<file path="src/pkg/dacsw_defs.vh">
`ifndef DACSW_DEFS_VH
`define DACSW_DEFS_VH
// frame layout
`define DACSW_FRAME_BITS 16
`define DACSW_FRAME_LAST 5'h0F
`define DACSW_MODE_HI_POS 13
`define DACSW_MODE_LO_POS 12
`define DACSW_DATA_MSB 11
`define DACSW_DATA_LSB 2
`define DACSW_DATA_W 10
// modes
`define DACSW_MODE_NORMAL 2'h0
`define DACSW_MODE_PD_1K 2'h1
`define DACSW_MODE_PD_100K 2'h2
`define DACSW_MODE_PD_OPEN 2'h3
// reset values
`define DACSW_CODE_RST 10'h000
`define DACSW_MODE_RST 2'h0
// timing
`define DACSW_CLK_MHZ 100
`define DACSW_LINK_MAX_MHZ 30
`define DACSW_SEL_HIGH_NS 33
`endif

</file>
<file path="src/rtl/dacsw_sync2.v">
`timescale 1ns/1ps
// two-stage synchroniser for pins
module dacsw_sync2
(
	input wire ref_clk_in,
	input wire rst_in,
	input wire d_in,
	output reg q_out
);
	reg meta_q;
	always @(posedge ref_clk_in or posedge rst_in)
	begin
		if (rst_in)
		begin
			meta_q <= 1'b1;
			q_out <= 1'b1;
		end
		else
		begin
			meta_q <= d_in;
			q_out <= meta_q;
		end
	end
endmodule

</file>
<file path="src/rtl/dacsw_top.v">
`timescale 1ns/1ps
`include "dacsw_defs.vh"
module dacsw_top
(
	input wire ref_clk_in,
	input wire rst_in,
	input wire frame_sel_n_in,
	input wire shift_clk_in,
	input wire ser_data_in,
	output reg [9:0] dac_code_out,
	output reg [1:0] op_mode_out,
	output reg amp_connect_out,
	output reg term_1k_out,
	output reg term_100k_out,
	output reg frame_done_out,
	output reg frame_abort_out
);
	// 100 MHz sampling of a 30 MHz link leaves ~3 samples a period;
	// a faster host would lose edges
	wire sel_n_s;
	wire sclk_s;
	wire sdat_s;
	wire sclk_fall;
	wire sel_fall;
	wire sel_rise;
	reg sel_n_prev_q;
	reg sclk_prev_q;
	reg [15:0] shift_q;
	reg [15:0] shift_d;
	reg [4:0] count_q;
	reg [4:0] count_d;
	reg done_q;
	reg done_d;
	reg [15:0] frame_w;
	reg [9:0] code_d;
	reg [1:0] mode_d;
	reg amp_d;
	reg term_1k_d;
	reg term_100k_d;
	reg done_pulse_d;
	reg abort_pulse_d;

	// mode field of an assembled frame
	function [1:0] mode_of;
		input [15:0] frame;
		begin
			mode_of = {frame[`DACSW_MODE_HI_POS], frame[`DACSW_MODE_LO_POS]};
		end
	endfunction

	// code field, straight binary
	function [9:0] code_of;
		input [15:0] frame;
		begin
			code_of = frame[`DACSW_DATA_MSB:`DACSW_DATA_LSB];
		end
	endfunction

	// mode compare, shared by the amplifier and both terminations
	function is_mode;
		input [1:0] mode;
		input [1:0] want;
		begin
			is_mode = (mode == want);
		end
	endfunction

	dacsw_sync2 u_sel
	(
		.ref_clk_in(ref_clk_in),
		.rst_in(rst_in),
		.d_in(frame_sel_n_in),
		.q_out(sel_n_s)
	);
	dacsw_sync2 u_clk
	(
		.ref_clk_in(ref_clk_in),
		.rst_in(rst_in),
		.d_in(shift_clk_in),
		.q_out(sclk_s)
	);
	dacsw_sync2 u_dat
	(
		.ref_clk_in(ref_clk_in),
		.rst_in(rst_in),
		.d_in(ser_data_in),
		.q_out(sdat_s)
	);

	// reset levels match the idle pins, so no false edge follows reset
	assign sclk_fall = sclk_prev_q & ~sclk_s;
	assign sel_fall = sel_n_prev_q & ~sel_n_s;
	assign sel_rise = ~sel_n_prev_q & sel_n_s;

	// msb first: new bit enters at the bottom
	always @*
	begin
		frame_w = {shift_q[14:0], sdat_s};
	end

	always @*
	begin
		shift_d = shift_q;
		count_d = count_q;
		done_d = done_q;
		code_d = dac_code_out;
		mode_d = op_mode_out;
		amp_d = amp_connect_out;
		term_1k_d = term_1k_out;
		term_100k_d = term_100k_out;
		done_pulse_d = 1'b0;
		abort_pulse_d = 1'b0;
		if (sel_n_s)
		begin
			// select high: shift clock edges ignored; a rise mid-frame clears the shift register and aborts
			if (sel_rise && !done_q)
			begin
				shift_d = 16'h0000;
				abort_pulse_d = (count_q != 5'h00);
			end
			count_d = 5'h00;
			done_d = 1'b0;
		end
		else if (sel_fall)
		begin
			count_d = 5'h00;
			done_d = 1'b0;
			shift_d = 16'h0000;
		end
		else if (sclk_fall && !done_q)
		begin
			shift_d = frame_w;
			count_d = count_q + 5'h01;
			if (count_q == `DACSW_FRAME_LAST)
			begin
				// apply on the 16th fall, bits 15:14 and 1:0 dropped
				done_d = 1'b1;
				done_pulse_d = 1'b1;
				code_d = code_of(frame_w);
				mode_d = mode_of(frame_w);
				// code kept in any mode
				amp_d = is_mode(mode_of(frame_w), `DACSW_MODE_NORMAL);
				term_1k_d = is_mode(mode_of(frame_w), `DACSW_MODE_PD_1K);
				term_100k_d = is_mode(mode_of(frame_w), `DACSW_MODE_PD_100K);
			end
		end
	end

	// link edge detectors
	always @(posedge ref_clk_in or posedge rst_in)
	begin
		if (rst_in)
		begin
			sel_n_prev_q <= 1'b1;
			sclk_prev_q <= 1'b1;
		end
		else
		begin
			sel_n_prev_q <= sel_n_s;
			sclk_prev_q <= sclk_s;
		end
	end

	// frame state: shift register, bit count, applied flag
	always @(posedge ref_clk_in or posedge rst_in)
	begin
		if (rst_in)
		begin
			shift_q <= 16'h0000;
			count_q <= 5'h00;
			done_q <= 1'b0;
		end
		else
		begin
			shift_q <= shift_d;
			count_q <= count_d;
			done_q <= done_d;
		end
	end

	// outputs held until the next applied frame or reset, except the one-cycle done and abort pulses
	always @(posedge ref_clk_in or posedge rst_in)
	begin
		if (rst_in)
		begin
			dac_code_out <= `DACSW_CODE_RST;
			op_mode_out <= `DACSW_MODE_RST;
			amp_connect_out <= 1'b1;
			term_1k_out <= 1'b0;
			term_100k_out <= 1'b0;
			frame_done_out <= 1'b0;
			frame_abort_out <= 1'b0;
		end
		else
		begin
			dac_code_out <= code_d;
			op_mode_out <= mode_d;
			amp_connect_out <= amp_d;
			term_1k_out <= term_1k_d;
			term_100k_out <= term_100k_d;
			frame_done_out <= done_pulse_d;
			frame_abort_out <= abort_pulse_d;
		end
	end
endmodule

</file>
<file path="config.mk">
export PLATFORM = sky130hd
export DESIGN_NAME = dacsw_top
export DESIGN_NICKNAME = d
export VERILOG_FILES = /design/src/rtl/dacsw_sync2.v /design/src/rtl/dacsw_top.v
export VERILOG_INCLUDE_DIRS = /design/src /design/src/pkg
export SDC_FILE = /design/constraint.sdc
export NUM_CORES = 1
export LEC_CHECK = 0
export ABC_AREA = 1
export BUFFER_PORTS_ARGS = -buffer_cell sky130_fd_sc_hd__buf_2
export CAP_MARGIN = 20
export CORE_ASPECT_RATIO = 1.25
export CORE_UTILIZATION = 30
export DETAILED_ROUTE_END_ITERATION = 10
export MAX_ROUTING_LAYER = met4
export PLACE_DENSITY_LB_ADDON = 0.1
export SLEW_MARGIN = 20
export SYNTH_ARGS = -nofsm -noshare
export SYNTH_HDL_FRONTEND = slang
export SYNTH_SLANG_ARGS = --single-unit
</file>
<file path="constraint.sdc">
create_clock -name ref_clk_in -period 3.4 [get_ports ref_clk_in]
set_input_delay 0.17 -clock ref_clk_in [delete_from_list [all_inputs] [get_ports ref_clk_in]]
set_output_delay 0.17 -clock ref_clk_in [all_outputs]
set_load 0.05 [all_outputs]
</file>
Word-level counts from Yosys, hierarchy flattened
Index checks and enable logic that the tools add are counted.

word-level totals
  bits in writable memories = 0
  logic and storage cells = 57
  output and inout bits = 17
  flip-flop bits (word level) = 44
  memory bits (read-only) = 0
  latch bits = 0
  input bits = 5
  memories kept = 0

operators by class
  divide/modulo/power cells = 0
  add/sub/neg operators = 1
  reduce and logical (&&, ||, !) cells = 10
  multiply operators = 0
  bitwise operators = 7
  equality and inequality tests = 4
  order comparisons = 0
  shift-type cells = 0
  muxes and demuxes = 17

operator list
  cell                 count
  $mux 13              4
  $mux 5               3
  $mux 1               10
  $reduce_bool 3->1    2
  $add 5x1->5 const B  1
  $eq 5x4->1 const B   1
  $reduce_bool 5->1    1
  $not 1->1            4
  $reduce_and 2->1     2
  $reduce_and 4->1     1
  $and 1x1->1          3
  $eq 2x1->1 const B   1
  $eq 2x2->1 const B   1
  $logic_and 1x1->1    2
  $logic_not 2->1      1
  $ne 2x2->1 const B   1
  $logic_not 1->1      1

Longest topological paths before layout
Gate-level depths: netlist (run 1).

  depth in word-level cells = 6
  mapped depth = 10
  gate-level depth less buffers = 10

Cells and area by module
Synthesis (run 1) repeated with hierarchy kept, for this count alone.

unflattened totals
  cells, all modules = 187
  area, all modules = 1859.3 µm²

by module, submodules not included
  module       area each (µm²)  cells an instance  seq. area each (µm²)  instances
  dacsw_top    1690.4           178                954.7                 1
  dacsw_sync2  56.3             3                  52.6                  3

Worst setup path after synthesis (run 1)
Ideal clock, no wire load.

  kind = reg-to-reg
  start = reg count_q[0]
  end = reg term_1k_out
  clock period less this slack = 1543 ps
  data required time = 3279 ps
  arrival time = 1423 ps
  setup time = 121 ps
  stages on the path, launching flop included = 11
  buffers on the path = 1
  slack = 1857 ps
  cells stage by stage = dfrtp_1 -> ha_1 -> inv_1 -> nor3_1 -> ha_1 -> inv_2 -> nor2_4 -> nand2_4 -> buf_6 -> nand2_1 -> o21ai_2

on the way
  word-level cells in the longest chain between the ends = 2

ends and longest elaborated chain
  what                               line             source
  start: declaration                 dacsw_top.v:30   reg [4:0] count_q;
  start signal: assignment           dacsw_top.v:176  count_q <= count_d;
  $eq 5x4->1 (no source line)        n/a
  $reduce_and 4->1 (no source line)  n/a
  end signal: assignment             dacsw_top.v:199  term_1k_out <= term_1k_d;
  end: declaration                   dacsw_top.v:13   output reg term_1k_out,

No other way between the ends.
A chain may end at the register's enable or synchronous reset.

Final worst setup path (run 1)
  start = reg count_q[1]
  end = reg dac_code_out[0]

on the way
  word-level cells in the longest chain between the ends = 2

ends and longest elaborated chain
  what                               line             source
  $eq 5x4->1 (no source line)        n/a
  $reduce_and 4->1 (no source line)  n/a
  end signal: assignment             dacsw_top.v:186  dac_code_out <= `DACSW_CODE_RST;
  end signal: assignment             dacsw_top.v:196  dac_code_out <= code_d;
  end: declaration                   dacsw_top.v:10   output reg [9:0] dac_code_out,

No other way between the ends.

==> flow_summary.yaml, run 1 <==
status:
  status: "finished with violations"
  violations: "DRC, hold timing"
cells_and_area:
  fin_nets: 209
  finalNonFillerCells: 268
  area_delta_synth_final_pct: 14.52
  diodes: 0
  drive_gt1_share_pct: 30.20
setup_path:
  crit_arrival_ps: 1910
  crit_required_ps: 3580
  crit_path_max_fanout: 23
  critPathKind: "reg -> reg"
  critPathLaunchType: "flip-flop"
  crit_path_end_kind: "flip-flop"
routing:
  routed_via_density: 4.519
  drc: 1
  first_pass_iters: 7
  vias: 1211
  routed_wirelength_mm: 3.152
  dr.first_iter.drc_count: 46
  wl_per_cell_microns: 11.76
  route.antenna.remaining_nets: 0
clocking:
  htreeDepth: 2
  cts_num_sinks: 44
  cts_tree: "built"
  cts.reportedPaths.clkPinSlew_ps: 80
  cts.path.max_buffers: 2
  cts_setup_buffers: 0
  cts-root-buf: "clkbuf_8"
  insertion_delay_ps: 290
  cts_inserted_buffers: 5
global_routing:
  grt_pass1_vias: 1216
  grt_max_degree: 45
  track_usage_pct: 12.31
  antenna_found_initial: 0
  grt_overflow: 0
  grt_first_pass_wirelength_mm: 5.616
power:
  power.density_nw_per_um2: 447.5
  vdd_ir_drop_max_mv: 0.1764
  power_leakage_nw: 0.9981
sta:
  drv_slew: 0
  fin_crit_ps: 1728
  finClkSkew_ps: 12.21
  finalHoldViolCount: 10
  fin_crit_sh_pct: 50.81
  fmax_mhz: 578.8
  final.setup.tns_ps: 0
  setup-violations-final: 0
  maxSlewHeadroom_pct: 63.49
  fin_worst_hold_slack_ps: -11.04
  grt_setup_unrepaired: "no"
  worst_pin_slew_ps: 547.6
place:
  gp_congestion: 0.8131
  dp_cells: 257
  port_buffers: 21
  dp_hpwl_mm: 2.164
run:
  cap_violations: 0
logic_synthesis:
  syn_nets: 181
  yosysTopAreaCell: "dfrtp_1"
  synth.distinct_cells: 20
  synth.yosys.warnings: 0
  seq_area_frac_synth_pct: 61.78
  syn_area_sq_um: 1800
  synth_top_area_share_pct: 48.64
  ys_top_cells_by_area: "dfrtp_1 (49%), dfstp_2 (13%), nand2_1 (9.6%)"
  synth_cells: 173
  syn_area_per_cell_sq_um: 10.41
  ys_ff_latch: 44
floorplanning:
  num_rows: 31
  die_w_microns: 71.29
  ios: 22
  fp.dieH_microns: 88.62
  core_sq_um: 5779
  start_util_pct: 31.15
  dieArea_sq_um: 6317
worst_hold_path:
  hp-class: "in -> async"
timing repair:
item,in CTS,in global routing
hold buffers,3,0
endpoints found under the hold margin,3,0
gates resized for setup,0,0
Yosys cell counts, drive strengths merged:
| master | count |
|---|---|
| inv | 23 |
| o22ai | 1 |
| nand3 | 7 |
| a41oi | 1 |
| o21ai | 25 |
| nor2 | 8 |
| dfrtp | 35 |
| ha | 3 |
| nand2 | 51 |
| a21oi | 4 |
| buf | 4 |
| nor3 | 1 |
| dfstp | 9 |
| nand4 | 1 |
cell families after synthesis:
logic type      synth area share, %
fa+ha+maj                     2.085
compound gates                10.77
simple gates                  18.07
buf+inv                       7.296
flops                         61.78
cells in the final DEF, fill, tap and decap left out, drive strengths merged:
| cell | synthesis | layout |
|---|---|---|
| nand4 | 1 | 1 |
| nor3 | 1 | 1 |
| ha | 3 | 3 |
| o22ai | 1 | 1 |
| dfrtp | 35 | 35 |
| nand3 | 7 | 7 |
| clkinv | 0 | 2 |
| a21oi | 4 | 4 |
| clkbuf | 0 | 7 |
| inv | 23 | 22 |
| buf | 4 | 22 |
| nor2 | 8 | 8 |
| nand2 | 51 | 51 |
| dfstp | 9 | 9 |
| dlygate4sd3 | 0 | 3 |
| o21ai | 25 | 25 |
| a41oi | 1 | 1 |
state kept, by name, indices dropped and copies added, names as in the netlist, 2 cells and up:
| name | flops |
|---|---|
| shift_q | 13 |
| dac_code_out | 10 |
| count_q | 5 |
| op_mode_out | 2 |
worst paths after layout:
kind,startpoint,endpoint,slack (ps),cells past startpoint
worst max register to register,count_q[1],dac_code_out[0],1670,9
worst max-delay path,count_q[1],dac_code_out[0],1670,9
max in group asynchronous,rst_in,sclk_prev_q,3010,3
worst min register to register,u_sel.meta_q,u_sel.q_out,350,0
worst min-delay path,rst_in,frame_abort_out,-10,3
min in group ref_clk_in,u_sel.meta_q,u_sel.q_out,350,0
per-stage QoR:
step | setup slack (ps) | power [W] | cell area, sq um | utilization, %
global placement | 1733 | 0.0006174 | 1951 | 33.75
global route | 1559 | 0.0009764 | 2062 | 35.68
finish | 1672 | 0.0009228 | 2062 | 35.68
floorplan | 1857 | 0.0006042 | 1800 | -
CTS | 1657 | 0.0009424 | 2062 | 35.68
detailed placement | 1683 | 0.0006189 | 1951 | 33.75
metal layers:
layer	part of all wire, %	wire length [microns]	up-vias	GRT usage, %
met5	0	0	-	-
met3	4.0	126	6	3.417
met4	2.4	75	0	6.545
met1	44	1395	579	13.04
met2	49	1554	25	20.95
li1	-	-	601	-
cell type report:
| type | count | area (sq um) |
|---|---|---|
| inverter | 23 | 86.33 |
| clock inverter | 1 | 5.005 |
| tap | 66 | 82.58 |
| timing repair buffer | 25 | 142.6 |
| clock buffer | 7 | 76.32 |
| sequential | 44 | 1112 |
| multi-input combinational | 102 | 556.8 |
| fill | 605 | 3717 |
critical path, stage by stage (launching register included):
cell and delay, ps:
dfrtp_1 410, ha_1 190, inv_1 50, nor3_1 200, ha_1 190, inv_2 40, nor2_4 150, nand2_4 190
nand2_1 140, o21ai_2 50
report_power, final:
group | internal [W] | switching [W]
clock network | 0.000144 | 0.000168
registers | 0.000539 | 0.0000109
logic | 0.0000182 | 0.0000424
Note: power is estimated with default switching activity, not from simulation.
==> inputs of run 2 (changes only) <==
- clock period: 3.4 -> 1.52 ns (I/O delays scaled with it)
==> run 2 against run 1 <==
Net effect:
- the flow finishes with violations (DRC)
- clock power grew to 3.9 times the previous value
- worst hold slack improved by 340 ps
- worst setup slack got worse by 1700 ps
- register-to-register slack worse by 1700 ps
- via count is 4.0% higher
- wire length up 9.0%
- combinational power increased to 3.0 times the previous value
- critical endpoint is now dac_code_out[5]
==> flow_summary.yaml, run 2 (synthesized netlist as in run 1, its figures left out) <==
status:
  status: "finished with violations"
  violations: "DRC"
power:
  clock_power_share_pct: 46.4
  p_sw_share_pct: 19.91
  power.internal_w: 0.002096
  p_seq_share_pct: 46.7
  power_leakage_nw: 1.137
  total_power_w: 0.002616
  pwr-share-comb_pct: 6.8
  p_switching_w: 0.0005210
  power.density_nw_per_um2: 1108
  vdd_ir_drop_max_mv: 0.4309
sta:
  drv_slew: 0
  grt_setup_unrepaired: "yes"
  fin_crit_sh_pct: 98.77
  finalWorstSetupSlack_ps: 18.72
  finClkSkew_ps: 8.882
  fin_worst_hold_slack_ps: 327.9
  maxSlewHeadroom_pct: 57.12
  fmax_mhz: 666.1
  setup-violations-final: 0
  fin_crit_ps: 1501
  finalHoldViolCount: 0
  worst_pin_slew_ps: 639.3
floorplanning:
  core_sq_um: 5779
  die_w_microns: 71.29
  dieArea_sq_um: 6317
  start_util_pct: 31.15
  fp.dieH_microns: 88.62
  ios: 22
  num_rows: 31
global_routing:
  grt_overflow: 0
  grt_pass1_vias: 1129
  grt_first_pass_wirelength_mm: 5.313
  track_usage_pct: 11.61
  grt_max_degree: 29
  antenna_found_initial: 0
  met3_usage_pct: 3.075
  grt_busiest_layer: "met2"
  grt_use_met1_pct: 13.53
  use_met2_pct: 18.70
cells_and_area:
  register_area_sq_um: 1112
  nFillCells: 565
  final_cell_mix: "nand2_1 (36), dfrtp_1 (35), buf_2 (21), inv_1 (15), o21ai_2 (13)"
  layout_commonest_cell: "nand2_1"
  multi_input_area_sq_um: 666.9
  diodes: 0
  drive_gt1_share_pct: 43.72
  area_delta_synth_final_pct: 31.20
  biggestRegsByFlops: "shift_q (13), dac_code_out (10), count_q (5)"
  fin_nets: 222
  largest_register_ff_count: 13
  top_register: "shift_q"
setup_path:
  crit_path_end_kind: "flip-flop"
  slowest_delay_ps: 360
  critPathKind: "reg -> reg"
  crit_required_ps: 1710
  r2r_slack_ps: 20
  crit_chain: "ha_2, inv_2, nor3_2, ha_2, inv_2, nor2_4, buf_12, nand2_4, nand2_1, o21ai_2"
  r2r_start: "count_q[1]"
  crit_start: "count_q[1]"
  crit_arrival_ps: 1690
  crit_slowest_cell: "dfrtp_1"
  critPathLaunchType: "flip-flop"
  regToRegEndpoint: "dac_code_out[5]"
  crit_path_max_fanout: 6
  reg2reg_depth: 10
clocking:
  cts.reportedPaths.clkPinSlew_ps: 90
  cts_inserted_buffers: 5
  cts_num_sinks: 44
  cts-root-buf: "clkbuf_8"
  cts_tree: "built"
  insertion_delay_ps: 290
  htreeDepth: 2
  cts.path.max_buffers: 2
routing:
  routed_wirelength_mm: 3.437
  routed_via_density: 4.484
  drc: 2
  first_pass_iters: 6
  dr.first_iter.drc_count: 53
  route.antenna.remaining_nets: 0
  vias: 1260
  wl_per_cell_microns: 12.23
run:
  cap_violations: 0
place:
  dp_slack_ps: -10.96
  gp_congestion: 0.8394
  dp_hpwl_mm: 2.263
  port_buffers: 21
worst_hold_path:
  hp-class: "in -> async"
-- run 2: changes by cell type in the layout (fill, tap and decap cells not counted), moves of 2 or more --
cell | previous run | this run
buf_4 | 1 | 7
ha_2 | 0 | 2
nand2_4 | 4 | 6
o21ai_2 | 9 | 13
nand2_8 | 0 | 2
nand2_1 | 46 | 36
o21ai_1 | 16 | 12
bufinv_16 | 0 | 3
nand2_2 | 1 | 10
clkbuf_1 | 2 | 0
ha_1 | 3 | 1
buf_12 | 0 | 2
-- run 2: final cells by class --
| type | count | area share (%) |
|---|---|---|
| tap | 66 | 3.496 |
| clock inverter | 3 | 3.814 |
| timing repair buffer | 35 | 10.70 |
| clock buffer | 5 | 2.913 |
| sequential | 44 | 47.09 |
| inverter | 23 | 3.761 |
| multi-input combinational | 105 | 28.23 |
-- run 2: how the worst max path moves through the flow --
stage / to / slack, ps / depth (start not counted)
2_1_floorplan: term_1k_out / 50 / 10
3_3_place_gp: dac_code_out[0] / 20 / 9
3_5_place_dp: dac_code_out[0] / -10 / 9
4_1_cts: dac_code_out[0] / 3 / 9
5_1_grt: dac_code_out[5] / -90 / 10
6_report: dac_code_out[5] / 20 / 10
-- run 2: power groups by stage --
stage | logic [W] | registers [W] | clock network (W)
floorplan | 0.0000937 | 0.00126 | 0
global placement | 0.000161 | 0.00124 | 0
detailed placement | 0.000164 | 0.00125 | 0
CTS | 0.000173 | 0.00122 | 0.00125
global route | 0.000206 | 0.00123 | 0.00130
finish | 0.000179 | 0.00122 | 0.00121
-- run 2: metal layers --
| metal | vias up | wire, microns |
|---|---|---|
| li1 | 630 | - |
| met1 | 604 | 1540 |
| met2 | 20 | 1740 |
| met3 | 6 | 107 |
| met4 | 0 | 48 |
| met5 | - | 0 |
-- run 2: timing repair --
| action | 4_1_cts | 5_1_grt |
|---|---|---|
| endpoints found under the setup margin | 8 | 16 |
| pin swaps | 0 | 6 |
| resized for setup | 1 | 21 |
| hold buffers | 4 | 0 |
| setup buffers | 0 | 5 |
| hold endpoints to repair | 18 | 0 |
| cloned | 0 | 3 |
-- run 2: metrics by stage --
step / setup TNS [ps] / std cells / utilization [%] / cell area, sq um
5_1_grt: -1006 / 281 / 40.87 / 2362
3_5_place_dp: -20.83 / 261 / 34.66 / 2003
6_report: 0 / 281 / 40.87 / 2362
3_3_place_gp: 0 / 261 / 34.66 / 2003
4_1_cts: 0 / 273 / 38.26 / 2211
2_1_floorplan: 0 / 173 / - / 1810
-- run 2: critical path, delay by kind of cell (launching register included) --
kind | cells | cell delay [ps]
simple gates | 4 | 380
fa+ha+maj | 2 | 380
flops | 1 | 360
buf+inv | 3 | 230
compound gates | 1 | 50
==> inputs of run 3 (changes only) <==
- RECOVER_POWER: unset -> 25
- SETUP_SLACK_MARGIN: unset -> 0.1
==> run 3 against run 2 <==
Net effect:
- the run still ends with DRC left
- count of clock-buffer cells in the layout is 1 higher
- critical path depth unchanged
- largest cell class unchanged
- cell area is 2.7% lower
- clock skew down 3.1 ps
- maximum frequency up 0.66%
- die area is the same
- critical endpoint is now dac_code_out[9]
- register-to-register slack about the same
==> flow_summary.yaml, run 3 (synthesized netlist as in run 1, its figures left out) <==
status:
  status: "finished with violations"
  violations: "DRC"
power:
  total_power_w: 0.002278
  vdd_ir_drop_max_mv: 0.5146
  power.density_nw_per_um2: 991.1
  power_leakage_nw: 1.108
cells_and_area:
  drive_gt1_share_pct: 42.13
  finalNonFillerCells: 282
  area_delta_synth_final_pct: 27.66
  largest_register_ff_count: 13
  biggestRegsByFlops: "shift_q (13), dac_code_out (10), count_q (5)"
  fin_util_pct: 39.77
  final_cell_mix: "dfrtp_1 (35), nand2_1 (33), buf_2 (21), inv_1 (15), o21ai_1 (15)"
  top_register: "shift_q"
  fin_nets: 223
  layout_commonest_cell: "dfrtp_1"
  diodes: 0
global_routing:
  antenna_found_initial: 0
  grt_max_degree: 31
  grt_overflow: 0
  track_usage_pct: 13.49
  grt_first_pass_wirelength_mm: 6.223
  grt_pass1_vias: 1310
routing:
  dr_wl_met2_mm: 1.838
  wl_met1_mm: 1.539
  vias: 1302
  route.antenna.remaining_nets: 0
  first_pass_iters: 7
  routed_wirelength_mm: 3.554
  routed_via_density: 4.617
  drc: 1
  wl_met3_microns: 105
  routed.top_layer: "met4"
  wl_per_cell_microns: 12.60
  dr.first_iter.drc_count: 55
clocking:
  cts_num_sinks: 44
  cts_inserted_buffers: 5
  htreeDepth: 2
  insertion_delay_ps: 290
  cts.reportedPaths.clkPinSlew_ps: 80
  cts_tree: "built"
  cts-root-buf: "clkbuf_8"
  cts.path.max_buffers: 2
sta:
  maxSlewHeadroom_pct: 60.48
  setup-violations-final: 0
  grt_setup_unrepaired: "yes"
  fmax_mhz: 670.5
  fin_crit_ps: 1491
  finClkSkew_ps: 5.831
  fin_worst_hold_slack_ps: 310.4
  fin_crit_sh_pct: 98.12
  worst_pin_slew_ps: 589.1
  drv_slew: 0
  finalWorstSetupSlack_ps: 28.58
  finalHoldViolCount: 0
floorplanning:
  num_rows: 31
  start_util_pct: 31.15
  dieArea_sq_um: 6317
  core_sq_um: 5779
  ios: 22
  fp.dieH_microns: 88.62
  die_w_microns: 71.29
setup_path:
  r2r_slack_ps: 30
  critPathLaunchType: "flip-flop"
  reg2reg_depth: 10
  critPathKind: "reg -> reg"
  crit_required_ps: 1700
  crit_arrival_ps: 1680
  r2r_start: "count_q[1]"
  crit_path_max_fanout: 6
  regToRegEndpoint: "dac_code_out[9]"
  crit_path_end_kind: "flip-flop"
place:
  dp_cells: 261
  gp_congestion: 0.7963
  dp_slack_ps: -29.14
  dp_hpwl_mm: 2.250
  port_buffers: 21
worst_hold_path:
  hp-class: "in -> async"
run:
  cap_violations: 0
run 3: cell count changes in the layout (fill, tap and decap cells not counted), sizes merged:
cell    change
clkbuf      +1
clkinv      +1
buf         +1
bufinv      -2
run 3: through the flow:
step	area (sq um)	TNS, ps
3_3_place_gp	2006	0
3_5_place_dp	2006	-119.3
5_1_grt	2298	-455.4
6_report	2298	0
2_1_floorplan	1813	0
4_1_cts	2252	-18.13
run 3: where the power goes:
group	internal [W]	total (W)	switching (W)	leakage, nW
Clock	0.000488	0.000868	0.000380	0.0552
Combinational	0.0000703	0.000188	0.000118	0.472
Sequential	0.00120	0.00122	0.0000175	0.581
run 3: layer usage:
metal	global-route usage (%)	up-vias
li1	-	637
met1	15.26	633
met2	22.86	26
met3	3.075	6
met4	6.000	0
met5	-	-
run 3: layout make-up:
type / count / area, sq um
Fill cell: 573 / 3481
Sequential cell: 44 / 1112
Multi-Input combinational cell: 105 / 654.4
Timing Repair Buffer: 36 / 252.7
Inverter: 23 / 88.84
Tap cell: 66 / 82.58
Clock buffer: 6 / 72.57
Clock inverter: 2 / 35.03
run 3: worst max-delay path, cell delays in order, from the launching register on:
cell and delay (ps):
dfrtp_1 360, ha_2 190, inv_2 40, nor3_2 110
ha_2 190, inv_2 40, nor2_4 110, buf_12 140
nand2_4 80, nand2_1 60, o21ai_1 60
run 3: timing repair:
| action | CTS | global route |
|---|---|---|
| setup buffers | 2 | 4 |
| hold endpoints to repair | 16 | 0 |
| setup endpoints to repair | 17 | 35 |
| pin swaps | 13 | 2 |
| gates resized for setup | 11 | 6 |
| gates cloned | 3 | 0 |
| hold buffers | 4 | 0 |
run 3: worst max-delay path by stage:
stage,start,end,slack [ps],cells after the start
after floorplan,count_q[1],term_1k_out,50,10
after global placement,count_q[1],dac_code_out[3],30,9
after detailed placement,count_q[1],dac_code_out[6],-30,9
after CTS,count_q[1],dac_code_out[4],-5,10
after global routing,count_q[0],dac_code_out[7],-50,10
final,count_q[1],dac_code_out[9],30,10
